### config.mk
export PLATFORM = sky130hd
export DESIGN_NAME = byte_dma_controller
export DESIGN_NICKNAME = d
export VERILOG_FILES = /design/src/byte_dma_pkg.sv /design/src/byte_dma_controller.sv
export VERILOG_INCLUDE_DIRS = /design/src /design/src/src
export SDC_FILE = /design/constraint.sdc
export NUM_CORES = 1
export LEC_CHECK = 0
export BUFFER_PORTS_ARGS = -buffer_cell sky130_fd_sc_hd__buf_2
export CORE_MARGIN = 2
export CORE_UTILIZATION = 50
export DETAILED_ROUTE_END_ITERATION = 10
export GPL_TIMING_DRIVEN = 1
export PLACE_DENSITY = 0.75
export SETUP_SLACK_MARGIN = 0.3
export SYNTH_ARGS = -nofsm -noshare
export SYNTH_HDL_FRONTEND = slang
export SYNTH_SLANG_ARGS = --single-unit
### constraint.sdc
create_clock -name clk_in -period 2.4 [get_ports clk_in]
set_input_delay 0.24 -clock clk_in [delete_from_list [all_inputs] [get_ports clk_in]]
set_output_delay 0.24 -clock clk_in [all_outputs]
set_load 0.03 [all_outputs]
### src/byte_dma_cfg.svh
`ifndef BYTE_DMA_CFG_SVH
`define BYTE_DMA_CFG_SVH

// Register byte offsets
`define OFS_CONTROL        8'h00
`define OFS_INTERNAL_START 8'h04
`define OFS_EXTERNAL_START 8'h08
`define OFS_WORD_COUNT     8'h0C
`define OFS_STATUS         8'h10
`define OFS_WAIT_CONTROL   8'h14
`define OFS_COMPOSITE      8'h18

// Control register fields
`define CTL_FORMAT_LSB     0
`define CTL_DIR_BIT        2
`define CTL_HOLD_BIT       3
`define CTL_OVL_LSB        4
`define CTL_PAGE_LSB       8

// Status register fields
`define STS_IRQ_BIT        0
`define STS_BUSY_BIT       1

// Wait control fields
`define WAIT_COUNT_LSB     0
`define WAIT_MODE_BIT      4

// Composite select enables: bit0 program, bit1 data, bit2 byte, bit3 io
`define CMS_BYTE_BIT       2
`define CMS_RESET          4'hB
`define BYTE_SEL_EN_BIT    8
`define BYTE_SEL_EN_RESET  1'b1

// Boot defaults and timing
`define BOOT_WORD_COUNT    14'h0020
`define BOOT_INIT_CYCLE    2'h2
`define SYNC_STAGES        5'h02
`define MAX_WAITS          5'h0F

// AXI responses
`define RESP_OKAY          2'h0
`define RESP_SLVERR        2'h2

`endif

### src/byte_dma_pkg.sv
package byte_dma_pkg;
  typedef enum logic [2:0] {S_IDLE, S_FETCH, S_LATCH, S_ARB, S_STROBE, S_STORE} dma_state_e;
  typedef enum logic [1:0] {
    FMT_PM24    = 2'h0,
    FMT_DM16    = 2'h1,
    FMT_DM8_MSB = 2'h2,
    FMT_DM8_LSB = 2'h3
  } transfer_format_e;
endpackage : byte_dma_pkg

### src/byte_dma_controller.sv
// Operation
// - Byte space is 256 pages of 16K bytes, reached only by this engine.
// - Byte data travels on external data lines 15 to 8.
// - 22-bit byte address: page on data 23:16, offset on address 13:0.
// - Each byte access is stretched by the 4-bit wait field and mode bit.
// - Engine runs beside the core, stealing one core cycle per word.
// - Format 00 PM 24-bit, 01 DM 16-bit, 10 DM upper byte, 11 DM lower byte.
// - Each word uses as many consecutive byte accesses as its size needs.
// - Eight-bit formats fill the unused half of the DM word with zeros.
// - Start from internal address, 14-bit external offset and 8-bit page.
// - Direction picks byte memory to on-chip or on-chip to byte memory.
// - Writing nonzero word count starts; accesses run until count is zero.
// - Count drops after each word; at zero the transfer ends, interrupt raised.
// - Offset carries into page so transfers cross page boundaries.
// - Internal side is always on-chip program or data memory.
// - A completed word moves to or from on-chip memory in one cycle.
// - Core external accesses win over engine byte accesses.
// - Hold bit 0 lets core run; 1 halts core, restarts at zero when done.
// - Overlay selection bits should stay zero so base blocks are used.
// - Composite select follows each enabled individual select, same timing; the byte term here uses the engine strobes, not the byte select.
// - Reset enables all composite bits except byte; byte select starts enabled.
// - Boot reset clears setup, selects PM 24-bit, count 32, hold set.
//
// Chosen here: the placing of the registers and the AXI4-Lite interface to the registers.
`include "byte_dma_cfg.svh"
`timescale 1ns/1ps
`default_nettype none
module byte_dma_controller #(
  parameter int ADDR_W = 8
) (
  input  wire logic                 clk_in,
  input  wire logic                 reset_n_in,
  input  wire logic [ADDR_W-1:0]    s_axi_awaddr_in,
  input  wire logic                 s_axi_awvalid_in,
  output logic                      s_axi_awready_out,
  input  wire logic [31:0]          s_axi_wdata_in,
  input  wire logic [3:0]           s_axi_wstrb_in,
  input  wire logic                 s_axi_wvalid_in,
  output logic                      s_axi_wready_out,
  output logic [1:0]                s_axi_bresp_out,
  output logic                      s_axi_bvalid_out,
  input  wire logic                 s_axi_bready_in,
  input  wire logic [ADDR_W-1:0]    s_axi_araddr_in,
  input  wire logic                 s_axi_arvalid_in,
  output logic                      s_axi_arready_out,
  output logic [31:0]               s_axi_rdata_out,
  output logic [1:0]                s_axi_rresp_out,
  output logic                      s_axi_rvalid_out,
  input  wire logic                 s_axi_rready_in,
  input  wire logic                 boot_select_in,
  input  wire logic                 core_ext_req_in,
  input  wire logic                 bus_grant_in,
  input  wire logic                 program_space_select_n_in,
  input  wire logic                 data_space_select_n_in,
  input  wire logic                 io_space_select_n_in,
  output logic                      mem_req_out,
  output logic                      mem_write_out,
  output logic                      mem_program_out,
  output logic [13:0]               mem_addr_out,
  output logic [23:0]               mem_wdata_out,
  input  wire logic [23:0]          mem_rdata_in,
  output logic                      core_steal_out,
  output logic                      core_hold_out,
  output logic                      core_restart_out,
  output logic                      irq_request_out,
  input  wire logic                 irq_ack_in,
  output logic [13:0]               ext_addr_out,
  output logic [23:0]               ext_data_out,
  output logic [23:0]               ext_data_oe_out,
  input  wire logic [7:0]           ext_byte_data_in,
  output logic                      ext_rd_n_out,
  output logic                      ext_wr_n_out,
  output logic                      byte_space_select_n_out,
  output logic                      composite_select_n_out
);
  import byte_dma_pkg::*;

  // Bytes per word for a format
  function automatic logic [1:0] bytes_per_word(input logic [1:0] fmt);
    case (fmt)
      FMT_PM24: bytes_per_word = 2'h3;
      FMT_DM16: bytes_per_word = 2'h2;
      default:  bytes_per_word = 2'h1;
    endcase
  endfunction : bytes_per_word

  // Strobe length in cycles; reads add the pin synchroniser depth
  function automatic logic [4:0] strobe_cycles(input logic [3:0] w, input logic m,
                                               input logic rd);
    logic [4:0] waits;
    waits = m ? ({w, 1'b1} > `MAX_WAITS ? `MAX_WAITS : {w, 1'b1}) : {1'b0, w};
    strobe_cycles = waits + 5'h01 + (rd ? `SYNC_STAGES : 5'h00);
  endfunction : strobe_cycles

  // Merge a write under byte strobes
  function automatic logic [31:0] merge(input logic [31:0] old_v, input logic [31:0] new_v,
                                        input logic [3:0] strb);
    for (int i = 0; i < 4; i++) begin
      merge[i*8 +: 8] = strb[i] ? new_v[i*8 +: 8] : old_v[i*8 +: 8];
    end
  endfunction : merge

  // Register state
  logic [1:0]  fmt_q;
  logic        dir_q;
  logic        hold_q;
  logic [3:0]  ovl_q;
  logic [7:0]  page_q;
  logic [13:0] int_addr_q;
  logic [13:0] ext_off_q;
  logic [13:0] count_q;
  logic [3:0]  wait_q;
  logic        wmode_q;
  logic [3:0]  cms_en_q;
  logic        byte_sel_en_q;
  logic        irq_q;
  logic        busy_q;

  // AXI state
  logic [ADDR_W-1:0] aw_addr_q;
  logic              aw_have_q;
  logic [31:0]       w_data_q;
  logic [3:0]        w_strb_q;
  logic              w_have_q;
  logic              bvalid_q;
  logic [1:0]        bresp_q;
  logic              rvalid_q;
  logic [31:0]       rdata_q;
  logic [1:0]        rresp_q;

  // Engine state
  dma_state_e  state_q;
  logic [1:0]  bytes_left_q;
  logic [4:0]  acc_cnt_q;
  logic [23:0] word_q;
  logic        sel_n_q;
  logic        rd_n_q;
  logic        wr_n_q;
  logic [23:0] data_oe_q;
  logic [7:0]  byte_out_q;
  logic        restart_q;

  // Pin synchronisers and boot start-up
  logic [7:0]  byte_s1_q;
  logic [7:0]  byte_s2_q;
  logic        strap_s1_q;
  logic        strap_s2_q;
  logic [1:0]  init_cnt_q;
  logic        boot_load;

  // AXI write path
  logic        wr_fire;
  logic [31:0] wr_val;
  logic        wr_hit;
  logic        wr_ctl;
  logic        wr_int;
  logic        wr_ext;
  logic        wr_cnt;
  logic        wr_sts;
  logic        wr_wait;
  logic        wr_cms;
  logic        start_req;

  // Engine events
  logic        strobe_end;
  logic        word_done;
  logic        last_word;
  logic        finish;

  assign wr_fire = aw_have_q && w_have_q && !bvalid_q;
  assign wr_val  = merge(32'h0000_0000, w_data_q, w_strb_q);

  always_comb begin
    wr_ctl  = 1'b0;
    wr_int  = 1'b0;
    wr_ext  = 1'b0;
    wr_cnt  = 1'b0;
    wr_sts  = 1'b0;
    wr_wait = 1'b0;
    wr_cms  = 1'b0;
    wr_hit  = 1'b1;
    case ({aw_addr_q[ADDR_W-1:2], 2'h0})
      `OFS_CONTROL:        wr_ctl  = wr_fire;
      `OFS_INTERNAL_START: wr_int  = wr_fire;
      `OFS_EXTERNAL_START: wr_ext  = wr_fire;
      `OFS_WORD_COUNT:     wr_cnt  = wr_fire;
      `OFS_STATUS:         wr_sts  = wr_fire;
      `OFS_WAIT_CONTROL:   wr_wait = wr_fire;
      `OFS_COMPOSITE:      wr_cms  = wr_fire;
      default:             wr_hit  = 1'b0;
    endcase
  end

  // Transfer setup is locked while the engine runs
  assign start_req = wr_cnt && !busy_q && (wr_val[13:0] != 14'h0000);

  assign s_axi_awready_out = !aw_have_q && !bvalid_q;
  assign s_axi_wready_out  = !w_have_q && !bvalid_q;
  assign s_axi_bvalid_out  = bvalid_q;
  assign s_axi_bresp_out   = bresp_q;
  assign s_axi_arready_out = !rvalid_q;
  assign s_axi_rvalid_out  = rvalid_q;
  assign s_axi_rdata_out   = rdata_q;
  assign s_axi_rresp_out   = rresp_q;

  always_ff @(posedge clk_in or negedge reset_n_in) begin
    if (!reset_n_in) begin
      aw_addr_q <= '0;
      aw_have_q <= 1'b0;
      w_data_q  <= 32'h0000_0000;
      w_strb_q  <= 4'h0;
      w_have_q  <= 1'b0;
      bvalid_q  <= 1'b0;
      bresp_q   <= `RESP_OKAY;
    end else begin
      if (s_axi_awvalid_in && s_axi_awready_out) begin
        aw_addr_q <= s_axi_awaddr_in;
        aw_have_q <= 1'b1;
      end
      if (s_axi_wvalid_in && s_axi_wready_out) begin
        w_data_q <= s_axi_wdata_in;
        w_strb_q <= s_axi_wstrb_in;
        w_have_q <= 1'b1;
      end
      if (wr_fire) begin
        aw_have_q <= 1'b0;
        w_have_q  <= 1'b0;
        bvalid_q  <= 1'b1;
        bresp_q   <= wr_hit ? `RESP_OKAY : `RESP_SLVERR;
      end else if (bvalid_q && s_axi_bready_in) begin
        bvalid_q <= 1'b0;
      end
    end
  end

  always_ff @(posedge clk_in or negedge reset_n_in) begin
    if (!reset_n_in) begin
      rvalid_q <= 1'b0;
      rdata_q  <= 32'h0000_0000;
      rresp_q  <= `RESP_OKAY;
    end else if (s_axi_arvalid_in && s_axi_arready_out) begin
      rvalid_q <= 1'b1;
      rresp_q  <= `RESP_OKAY;
      case ({s_axi_araddr_in[ADDR_W-1:2], 2'h0})
        `OFS_CONTROL:        rdata_q <= {16'h0000, page_q, ovl_q, hold_q, dir_q, fmt_q};
        `OFS_INTERNAL_START: rdata_q <= {18'h00000, int_addr_q};
        `OFS_EXTERNAL_START: rdata_q <= {18'h00000, ext_off_q};
        `OFS_WORD_COUNT:     rdata_q <= {18'h00000, count_q};
        `OFS_STATUS:         rdata_q <= {30'h0000_0000, busy_q, irq_q};
        `OFS_WAIT_CONTROL:   rdata_q <= {27'h000_0000, wmode_q, wait_q};
        `OFS_COMPOSITE:      rdata_q <= {23'h00_0000, byte_sel_en_q, 4'h0, cms_en_q};
        default: begin
          rdata_q <= 32'h0000_0000;
          rresp_q <= `RESP_SLVERR;
        end
      endcase
    end else if (rvalid_q && s_axi_rready_in) begin
      rvalid_q <= 1'b0;
    end
  end

  // Boot strap caught after reset release through two flops
  always_ff @(posedge clk_in or negedge reset_n_in) begin
    if (!reset_n_in) begin
      strap_s1_q <= 1'b0;
      strap_s2_q <= 1'b0;
      init_cnt_q <= 2'h0;
    end else begin
      strap_s1_q <= boot_select_in;
      strap_s2_q <= strap_s1_q;
      if (init_cnt_q != 2'h3) begin
        init_cnt_q <= init_cnt_q + 2'h1;
      end
    end
  end
  assign boot_load = (init_cnt_q == `BOOT_INIT_CYCLE) && strap_s2_q;

  // Transfer configuration
  always_ff @(posedge clk_in or negedge reset_n_in) begin
    if (!reset_n_in) begin
      fmt_q         <= 2'h0;
      dir_q         <= 1'b0;
      hold_q        <= 1'b0;
      ovl_q         <= 4'h0;
      wait_q        <= 4'h0;
      wmode_q       <= 1'b0;
      cms_en_q      <= `CMS_RESET;
      byte_sel_en_q <= `BYTE_SEL_EN_RESET;
    end else begin
      if (boot_load) begin
        fmt_q  <= FMT_PM24;
        dir_q  <= 1'b0;
        hold_q <= 1'b1;
        ovl_q  <= 4'h0;
      end else if (wr_ctl && !busy_q) begin
        fmt_q  <= wr_val[`CTL_FORMAT_LSB +: 2];
        dir_q  <= wr_val[`CTL_DIR_BIT];
        hold_q <= wr_val[`CTL_HOLD_BIT];
        ovl_q  <= wr_val[`CTL_OVL_LSB +: 4];
      end
      if (wr_wait) begin
        wait_q  <= wr_val[`WAIT_COUNT_LSB +: 4];
        wmode_q <= wr_val[`WAIT_MODE_BIT];
      end
      if (wr_cms) begin
        cms_en_q      <= wr_val[3:0];
        byte_sel_en_q <= wr_val[`BYTE_SEL_EN_BIT];
      end
    end
  end

  // Live addresses and count; these double as the progress registers
  always_ff @(posedge clk_in or negedge reset_n_in) begin
    if (!reset_n_in) begin
      page_q     <= 8'h00;
      int_addr_q <= 14'h0000;
      ext_off_q  <= 14'h0000;
      count_q    <= 14'h0000;
    end else if (boot_load) begin
      page_q     <= 8'h00;
      int_addr_q <= 14'h0000;
      ext_off_q  <= 14'h0000;
      count_q    <= `BOOT_WORD_COUNT;
    end else begin
      if (wr_ctl && !busy_q) begin
        page_q <= wr_val[`CTL_PAGE_LSB +: 8];
      end
      if (wr_int && !busy_q) begin
        int_addr_q <= wr_val[13:0];
      end
      if (wr_ext && !busy_q) begin
        ext_off_q <= wr_val[13:0];
      end
      if (wr_cnt && !busy_q) begin
        count_q <= wr_val[13:0];
      end
      if (strobe_end) begin
        {page_q, ext_off_q} <= {page_q, ext_off_q} + 22'h00_0001;
      end
      if (word_done) begin
        int_addr_q <= int_addr_q + 14'h0001;
        count_q    <= count_q - 14'h0001;
      end
    end
  end

  // Completion request, set wins over acknowledge
  always_ff @(posedge clk_in or negedge reset_n_in) begin
    if (!reset_n_in) begin
      irq_q <= 1'b0;
    end else if (finish) begin
      irq_q <= 1'b1;
    end else if (irq_ack_in || (wr_sts && wr_val[`STS_IRQ_BIT])) begin
      irq_q <= 1'b0;
    end
  end

  // Byte data pins pass two flops before use
  always_ff @(posedge clk_in or negedge reset_n_in) begin
    if (!reset_n_in) begin
      byte_s1_q <= 8'h00;
      byte_s2_q <= 8'h00;
    end else begin
      byte_s1_q <= ext_byte_data_in;
      byte_s2_q <= byte_s1_q;
    end
  end

  assign strobe_end = (state_q == S_STROBE) && (acc_cnt_q == 5'h00);
  assign last_word  = (count_q == 14'h0001);
  assign word_done  = (state_q == S_STORE) ||
                      (strobe_end && dir_q && (bytes_left_q == 2'h1));
  assign finish     = word_done && last_word;

  // Transfer engine
  always_ff @(posedge clk_in or negedge reset_n_in) begin
    if (!reset_n_in) begin
      state_q      <= S_IDLE;
      busy_q       <= 1'b0;
      bytes_left_q <= 2'h0;
      acc_cnt_q    <= 5'h00;
      word_q       <= 24'h00_0000;
      sel_n_q      <= 1'b1;
      rd_n_q       <= 1'b1;
      wr_n_q       <= 1'b1;
      data_oe_q    <= 24'h00_0000;
      byte_out_q   <= 8'h00;
      restart_q    <= 1'b0;
    end else begin
      restart_q <= finish && hold_q;
      if (boot_load || start_req) begin
        busy_q <= 1'b1;
      end else if (finish) begin
        busy_q <= 1'b0;
      end
      case (state_q)
        S_IDLE: begin
          if (busy_q) begin
            bytes_left_q <= bytes_per_word(fmt_q);
            state_q      <= dir_q ? S_FETCH : S_ARB;
          end
        end
        S_FETCH: state_q <= S_LATCH;
        S_LATCH: begin
          case (fmt_q)
            FMT_PM24:    word_q <= mem_rdata_in;
            FMT_DM16:    word_q <= {mem_rdata_in[15:0], 8'h00};
            FMT_DM8_MSB: word_q <= {mem_rdata_in[15:8], 16'h0000};
            default:     word_q <= {mem_rdata_in[7:0], 16'h0000};
          endcase
          state_q <= S_ARB;
        end
        S_ARB: begin
          // Core external cycles and a granted bus both keep the engine off the pins
          if (!core_ext_req_in && !bus_grant_in) begin
            acc_cnt_q  <= strobe_cycles(wait_q, wmode_q, !dir_q) - 5'h01;
            sel_n_q    <= !byte_sel_en_q;
            rd_n_q     <= dir_q;
            wr_n_q     <= !dir_q;
            byte_out_q <= word_q[23:16];
            data_oe_q  <= {8'hFF, dir_q ? 8'hFF : 8'h00, 8'h00};
            state_q    <= S_STROBE;
          end
        end
        S_STROBE: begin
          if (acc_cnt_q == 5'h00) begin
            sel_n_q      <= 1'b1;
            rd_n_q       <= 1'b1;
            wr_n_q       <= 1'b1;
            data_oe_q    <= 24'h00_0000;
            bytes_left_q <= bytes_left_q - 2'h1;
            word_q       <= dir_q ? {word_q[15:0], 8'h00} : {word_q[15:0], byte_s2_q};
            if (bytes_left_q != 2'h1) begin
              state_q <= S_ARB;
            end else if (!dir_q) begin
              state_q <= S_STORE;
            end else begin
              bytes_left_q <= bytes_per_word(fmt_q);
              state_q      <= last_word ? S_IDLE : S_FETCH;
            end
          end else begin
            acc_cnt_q <= acc_cnt_q - 5'h01;
          end
        end
        S_STORE: begin
          bytes_left_q <= bytes_per_word(fmt_q);
          state_q      <= last_word ? S_IDLE : S_ARB;
        end
        default: state_q <= S_IDLE;
      endcase
    end
  end

  // On-chip side, one cycle per word
  assign mem_req_out     = (state_q == S_FETCH) || (state_q == S_STORE);
  assign mem_write_out   = (state_q == S_STORE);
  assign mem_program_out = (fmt_q == FMT_PM24);
  assign mem_addr_out    = int_addr_q;
  assign core_steal_out  = mem_req_out;
  assign core_hold_out   = busy_q && hold_q;
  assign core_restart_out = restart_q;
  assign irq_request_out = irq_q;

  always_comb begin
    case (fmt_q)
      FMT_PM24:    mem_wdata_out = word_q;
      FMT_DM16:    mem_wdata_out = {8'h00, word_q[15:0]};
      FMT_DM8_MSB: mem_wdata_out = {8'h00, word_q[7:0], 8'h00};
      default:     mem_wdata_out = {16'h0000, word_q[7:0]};
    endcase
  end

  // External byte space pins
  assign ext_addr_out            = ext_off_q;
  assign ext_data_out            = {page_q, byte_out_q, 8'h00};
  assign ext_data_oe_out         = bus_grant_in ? 24'h00_0000 : data_oe_q;
  assign ext_rd_n_out            = rd_n_q;
  assign ext_wr_n_out            = wr_n_q;
  assign byte_space_select_n_out = sel_n_q;
  // Composite follows the enabled selects, and the byte strobes in place of the byte select, combinationally so its timing matches
  assign composite_select_n_out  = !((cms_en_q[0] && !program_space_select_n_in) ||
                                     (cms_en_q[1] && !data_space_select_n_in) ||
                                     (cms_en_q[`CMS_BYTE_BIT] && !rd_n_q) ||
                                     (cms_en_q[`CMS_BYTE_BIT] && !wr_n_q) ||
                                     (cms_en_q[3] && !io_space_select_n_in));
endmodule : byte_dma_controller
`default_nettype wire

==> impl.org <==
** Outcome
- The run finished with clean final reports.

** Floorplanning
- Placement Rows :: 52
- I/O pin count :: 250
- The die covers 22,000 sq um.
- The die is 148 um tall.
- Floorplan Core Area :: 20,300 sq um
- Die width :: 148 um
- Starting density of the core :: 51.2%

** Clock tree
- In this run the clock root is driven by a sky130_fd_sc_hd__clkbuf_16.
- Counting every sink on the clock net gives 184.
- Clock transition at the registers of the reported paths :: 0.07 ns
- Clk Latency, worst-skew pair :: 0.44 ns
- CTS max path bufs :: 2
- The H-tree generated during clock tree synthesis spans 4 levels.
- Number of clock buffers inserted by TritonCTS :: 17
- CTS tree :: done

** Power
- VDD sags by at most 0.756 mV.
- Switching power share of the total :: 43.9%
- Lkg Pwr :: 5.84 nW
- P_int :: 8.44 mW
- Dividing total power by cell area gives a power density of 1160 nW/um^2.
- The share of total power dissipated in the clock network is 20.2%.
- Switching Power :: 6.61 mW
- Of the total power, registers draw 36.5%.
- Combinational logic is responsible for 43.2% of the overall power.

** STA
- For the pin with the worst max-slew slack, the measured transition is 0.742 ns.
- The clock period could shrink to 2.11 ns.
- The worst pin sits at a relative slew slack of 50.5%.
- Max-slew violations :: 0
- Final sum of negative setup slack :: 0 ns
- Setup repair after global routing could not meet its margin everywhere.
- After layout, the worst path uses 87.8% of the clock period.
- Setup ws final :: 0.292 ns
- Highest attainable clock frequency :: 474 MHz
- Setup violations remaining at the end of the flow were counted as 0.
- The final number of hold-violating endpoints is 0.
- On the final layout, the worst clock skew is 0.0134 ns.

** Placed design
- The count of buffers added on input and output ports is 193.
- At the end of routability-driven placement, the weighted congestion stood at 0.952.
- The number of placed instances, taps included, is 1,559.
- At the placement stage, the worst setup path has a slack of 0.0549 ns.
- Half-perimeter wire length after placement :: 22.6 mm

** Yosys
- Post-synthesis cell count :: 1,128
- Summing the sequential cell areas from Yosys gives 44.3% of the chip area.
- In this run, synthesis inferred 0 flip-flops with an integrated enable.
- Area contributors post-synth :: sky130_fd_sc_hd__dfrtp_1 43%, sky130_fd_sc_hd__a21oi_1 5.0%, sky130_fd_sc_hd__buf_4 3.9%, sky130_fd_sc_hd__mux2_2 3.9%, sky130_fd_sc_hd__nand2_1 3.6%
- Summed over its instances, the top area cell type makes up 42.6% of the synthesized netlist area.
- Summing every instance area after synthesis gives 10,400 sq um.
- Yosys warnings :: 0
- Synthesized area divided by synthesized cell count :: 9.22 sq um
- Distinct cell type count after synthesis :: 77
- Summed over all instances, the cell type with the most area after synthesis is sky130_fd_sc_hd__dfrtp_1.
- In this run, synthesis produced a sequential element count of 184.
- Async set or reset register ratio after synthesis :: 100%
- The most used flip-flop cell after synthesis is sky130_fd_sc_hd__dfrtp_1.

** Route
- The final layout contains routed wiring with a total length of 32.7 mm.
- Routed vias :: 9,902
- Dividing the detail-routed wire length by the instance count gives 20.0 um.
- For this block, the initial DRC count from the detailed router was 941.
- The detail route stage leaves a number of antenna-violating nets equal to 0.
- Residual DRC :: 0
- After detailed routing, the number of vias per cell comes to 6.06.
- Length of routed met2 wiring :: 15.2 mm
- Number of detailed-routing iterations run before antenna repair :: 6
- Top routing layer used :: met4
- The detailed router put a total of 13.5 mm of wire on met1.
- After detailed routing, the met3 layer carries 3.11 mm of wire.

** Setup path
- The worst register-to-register path has a setup slack of 0.29 ns.
- Series of cell instances along the critical path :: inv_2 > ha_4 > nor4b_4 > buf_4 > a41oi_4 > and2_4 > buf_6 > a221oi_2 > o31a_1
- For the worst setup path, the data required time is 2.78 ns.
- Depth of the worst register-to-register path :: 9
- In this run the number of cells on the critical path is 9.
- Maximum cell stage delay along the critical path :: 0.40 ns
- Crit end category :: flop
- On the critical path the largest part of the delay comes from compound AO/OA/AOI/OAI gates.
- STA classifies the critical path startpoint as a flop.
- Counting both buffers and inverters, the worst setup path holds a total of 3.
- Among all stages on the critical path, the largest delay is contributed by sky130_fd_sc_hd__dfrtp_1.
- Worst flop-to-flop path startpoint :: acc_cnt_q[0]
- Max Fanout on Critical Path :: 7
- The endpoint identified for the worst register-to-register timing path is mem_addr_out[12].
- Setup CP Type :: reg2reg
- At the worst endpoint, the arrival time is 2.49 ns.

** Global routing
- After global routing the overflow that remains totals 0.
- Via count of the first global-routing pass :: 8,849
- The initial antenna violation count was 0.
- GRT Util Overall :: 28.4%
- Entering global routing, the biggest net connects 68 pins.
- First-pass GRT wire length :: 48.8 mm

** Worst hold path
- Min-Delay Startpoint :: s_axi_wdata_in[11]
- The path class of the tightest hold or removal check is in2reg.
- Hold Crit Endpoint :: w_data_q[11]
- Cell depth of the worst min-delay path :: 2

** Flow run
- Max-cap violations in this run came to 0.

** Layout
- The finished layout holds 1,634 standard cells, fillers aside.
- The filler cells instantiated in the layout total 1,696.
- Most common cell after layout, fill and taps aside :: sky130_fd_sc_hd__buf_2
- Area grow syn2layout :: 25.0%
- The final layout contains 1,461 nets.
- Number of diodes added for antenna fixing :: 0
- Most used cells in the layout excluding fill and tap cells :: 190 x sky130_fd_sc_hd__buf_2, 174 x sky130_fd_sc_hd__dfrtp_1, 103 x sky130_fd_sc_hd__a21oi_1, 99 x sky130_fd_sc_hd__nand2_1, 72 x sky130_fd_sc_hd__buf_4
- Fraction of final layout cells sized beyond drive strength 1 :: 30.5%
==> what timing repair did <==
action,4_1_cts,5_1_grt
pin swaps,2,16
hold endpoints to repair,70,0
buffers inserted,5,20
setup endpoints to repair,60,94
hold buffers,12,0
gates resized for setup,14,52
cloned,1,6
==> how the worst max path moves through the flow <==
stage,slack [ns],end,start
finish,0.29,mem_addr_out[12],acc_cnt_q[0]
CTS,0.30,mem_addr_out[5],acc_cnt_q[1]
floorplan,0.32,w_data_q[10],s_axi_bvalid_out
global route,0.18,mem_addr_out[12],acc_cnt_q[0]
detailed placement,0.05,mem_addr_out[5],acc_cnt_q[0]
global placement,0.08,mem_addr_out[5],acc_cnt_q[0]
==> flip-flops by register name, summed over array words and instances (netlist names), 5 cells and up <==
| signal | flops |
|---|---|
| page_q | 8 |
| acc_cnt_q | 5 |
| byte_s2_q | 8 |
| w_data_q | 16 |
| ext_addr_out | 14 |
| aw_addr_q | 6 |
| word_q | 24 |
| byte_out_q | 8 |
| byte_s1_q | 8 |
| count_q | 14 |
| s_axi_rdata_out | 16 |
| mem_addr_out | 14 |
==> cells by family (layout without fill, tap and decap cells) <==
family                     Yosys count  count (layout)  share of synthesized area (%)
xor gates and xnor gates             3               3                          0.253
buffers and inverters              153             354                           7.78
adders and majority gates           11              11                           1.32
muxes                               64              64                           6.83
DFF                                184             184                           44.3
other                                1              34                         0.0360
and+or+nand+nor                    394             396                           19.6
AOI/OAI and AO/OA                  318             318                           19.9
==> routing by layer <==
metal,GRT usage (%),up-vias
met3,4.97,78
met2,43.7,571
li1,-,4487
met4,8.24,0
met1,41.3,4766
met5,0,-
==> power by group through the flow <==
| stage | registers [mW] | logic, mW | clock network, mW |
|---|---|---|---|
| 6_report | 5.50 | 6.50 | 3.05 |
| 5_1_grt | 5.63 | 7.03 | 3.18 |
| 4_1_cts | 5.42 | 5.97 | 3.06 |
| 3_5_place_dp | 5.48 | 5.83 | 0 |
| 3_3_place_gp | 5.45 | 5.74 | 0 |
| 2_1_floorplan | 5.51 | 3.90 | 0 |
==> worst reg2reg max path, cell delays in order, from the launching register on <==
cell and delay [ns]:
sky130_fd_sc_hd__dfrtp_1 0.40, sky130_fd_sc_hd__inv_2 0.10, sky130_fd_sc_hd__ha_4 0.12, sky130_fd_sc_hd__nor4b_4 0.21, sky130_fd_sc_hd__buf_4 0.19, sky130_fd_sc_hd__a41oi_4 0.22, sky130_fd_sc_hd__and2_4 0.25, sky130_fd_sc_hd__buf_6 0.13
sky130_fd_sc_hd__a221oi_2 0.26, sky130_fd_sc_hd__o31a_1 0.16
==> cell type report <==
| cell class | count | area [sq um] | share of cell area [%] |
|---|---|---|---|
| multi-input combinational | 826 | 5320 | 41.0 |
| sequential | 184 | 4620 | 35.5 |
| timing repair buffer | 294 | 1990 | 15.3 |
| clock buffer | 19 | 433 | 3.33 |
| tap | 270 | 338 | 2.60 |
| clock inverter | 12 | 189 | 1.45 |
| inverter | 29 | 109 | 0.837 |
==> Yosys cell counts (5+ instances only) <==
cell                         n
sky130_fd_sc_hd__dfrtp_1   177
sky130_fd_sc_hd__a21oi_1   104
sky130_fd_sc_hd__nand2_1   100
sky130_fd_sc_hd__nor2_1     73
sky130_fd_sc_hd__o21ai_0    73
sky130_fd_sc_hd__buf_4      54
sky130_fd_sc_hd__clkbuf_1   49
sky130_fd_sc_hd__nand3_1    44
sky130_fd_sc_hd__mux2_2     36
sky130_fd_sc_hd__and2_1     32
sky130_fd_sc_hd__nor3_1     32
sky130_fd_sc_hd__inv_1      29
sky130_fd_sc_hd__a211oi_1   26
sky130_fd_sc_hd__mux2i_1    26
sky130_fd_sc_hd__a31oi_1    18
sky130_fd_sc_hd__and3_1     15
sky130_fd_sc_hd__nor2b_1    15
sky130_fd_sc_hd__buf_2      13
sky130_fd_sc_hd__nand4_1    12
sky130_fd_sc_hd__nor4_1     12
sky130_fd_sc_hd__ha_1       11
sky130_fd_sc_hd__a32o_1     10
sky130_fd_sc_hd__or3_1      10
sky130_fd_sc_hd__a22oi_1     9
sky130_fd_sc_hd__or4_1       9
sky130_fd_sc_hd__a221o_1     8
sky130_fd_sc_hd__nor3b_1     8
sky130_fd_sc_hd__a22o_1      7
sky130_fd_sc_hd__dfstp_2     7
sky130_fd_sc_hd__a221oi_1    6
sky130_fd_sc_hd__or2_2       6
sky130_fd_sc_hd__buf_1       5
sky130_fd_sc_hd__nand2b_1    5
sky130_fd_sc_hd__o22ai_1     5
==> stage by stage <==
stage / power [mW] / instance area (sq um) / hold WS, ns / utilization, %
finish: 15.0 / 13000 / 0.0276 / 64.0
global route: 15.8 / 13000 / 0.0309 / 64.0
CTS: 14.4 / 12500 / 0.0221 / 61.7
detailed placement: 11.3 / 11700 / 0.285 / 57.5
global placement: 11.2 / 11700 / 0.291 / 57.5
floorplan: 9.41 / 10500 / -0.0556 / -
No activity file was read; power rests on OpenSTA's default activity.
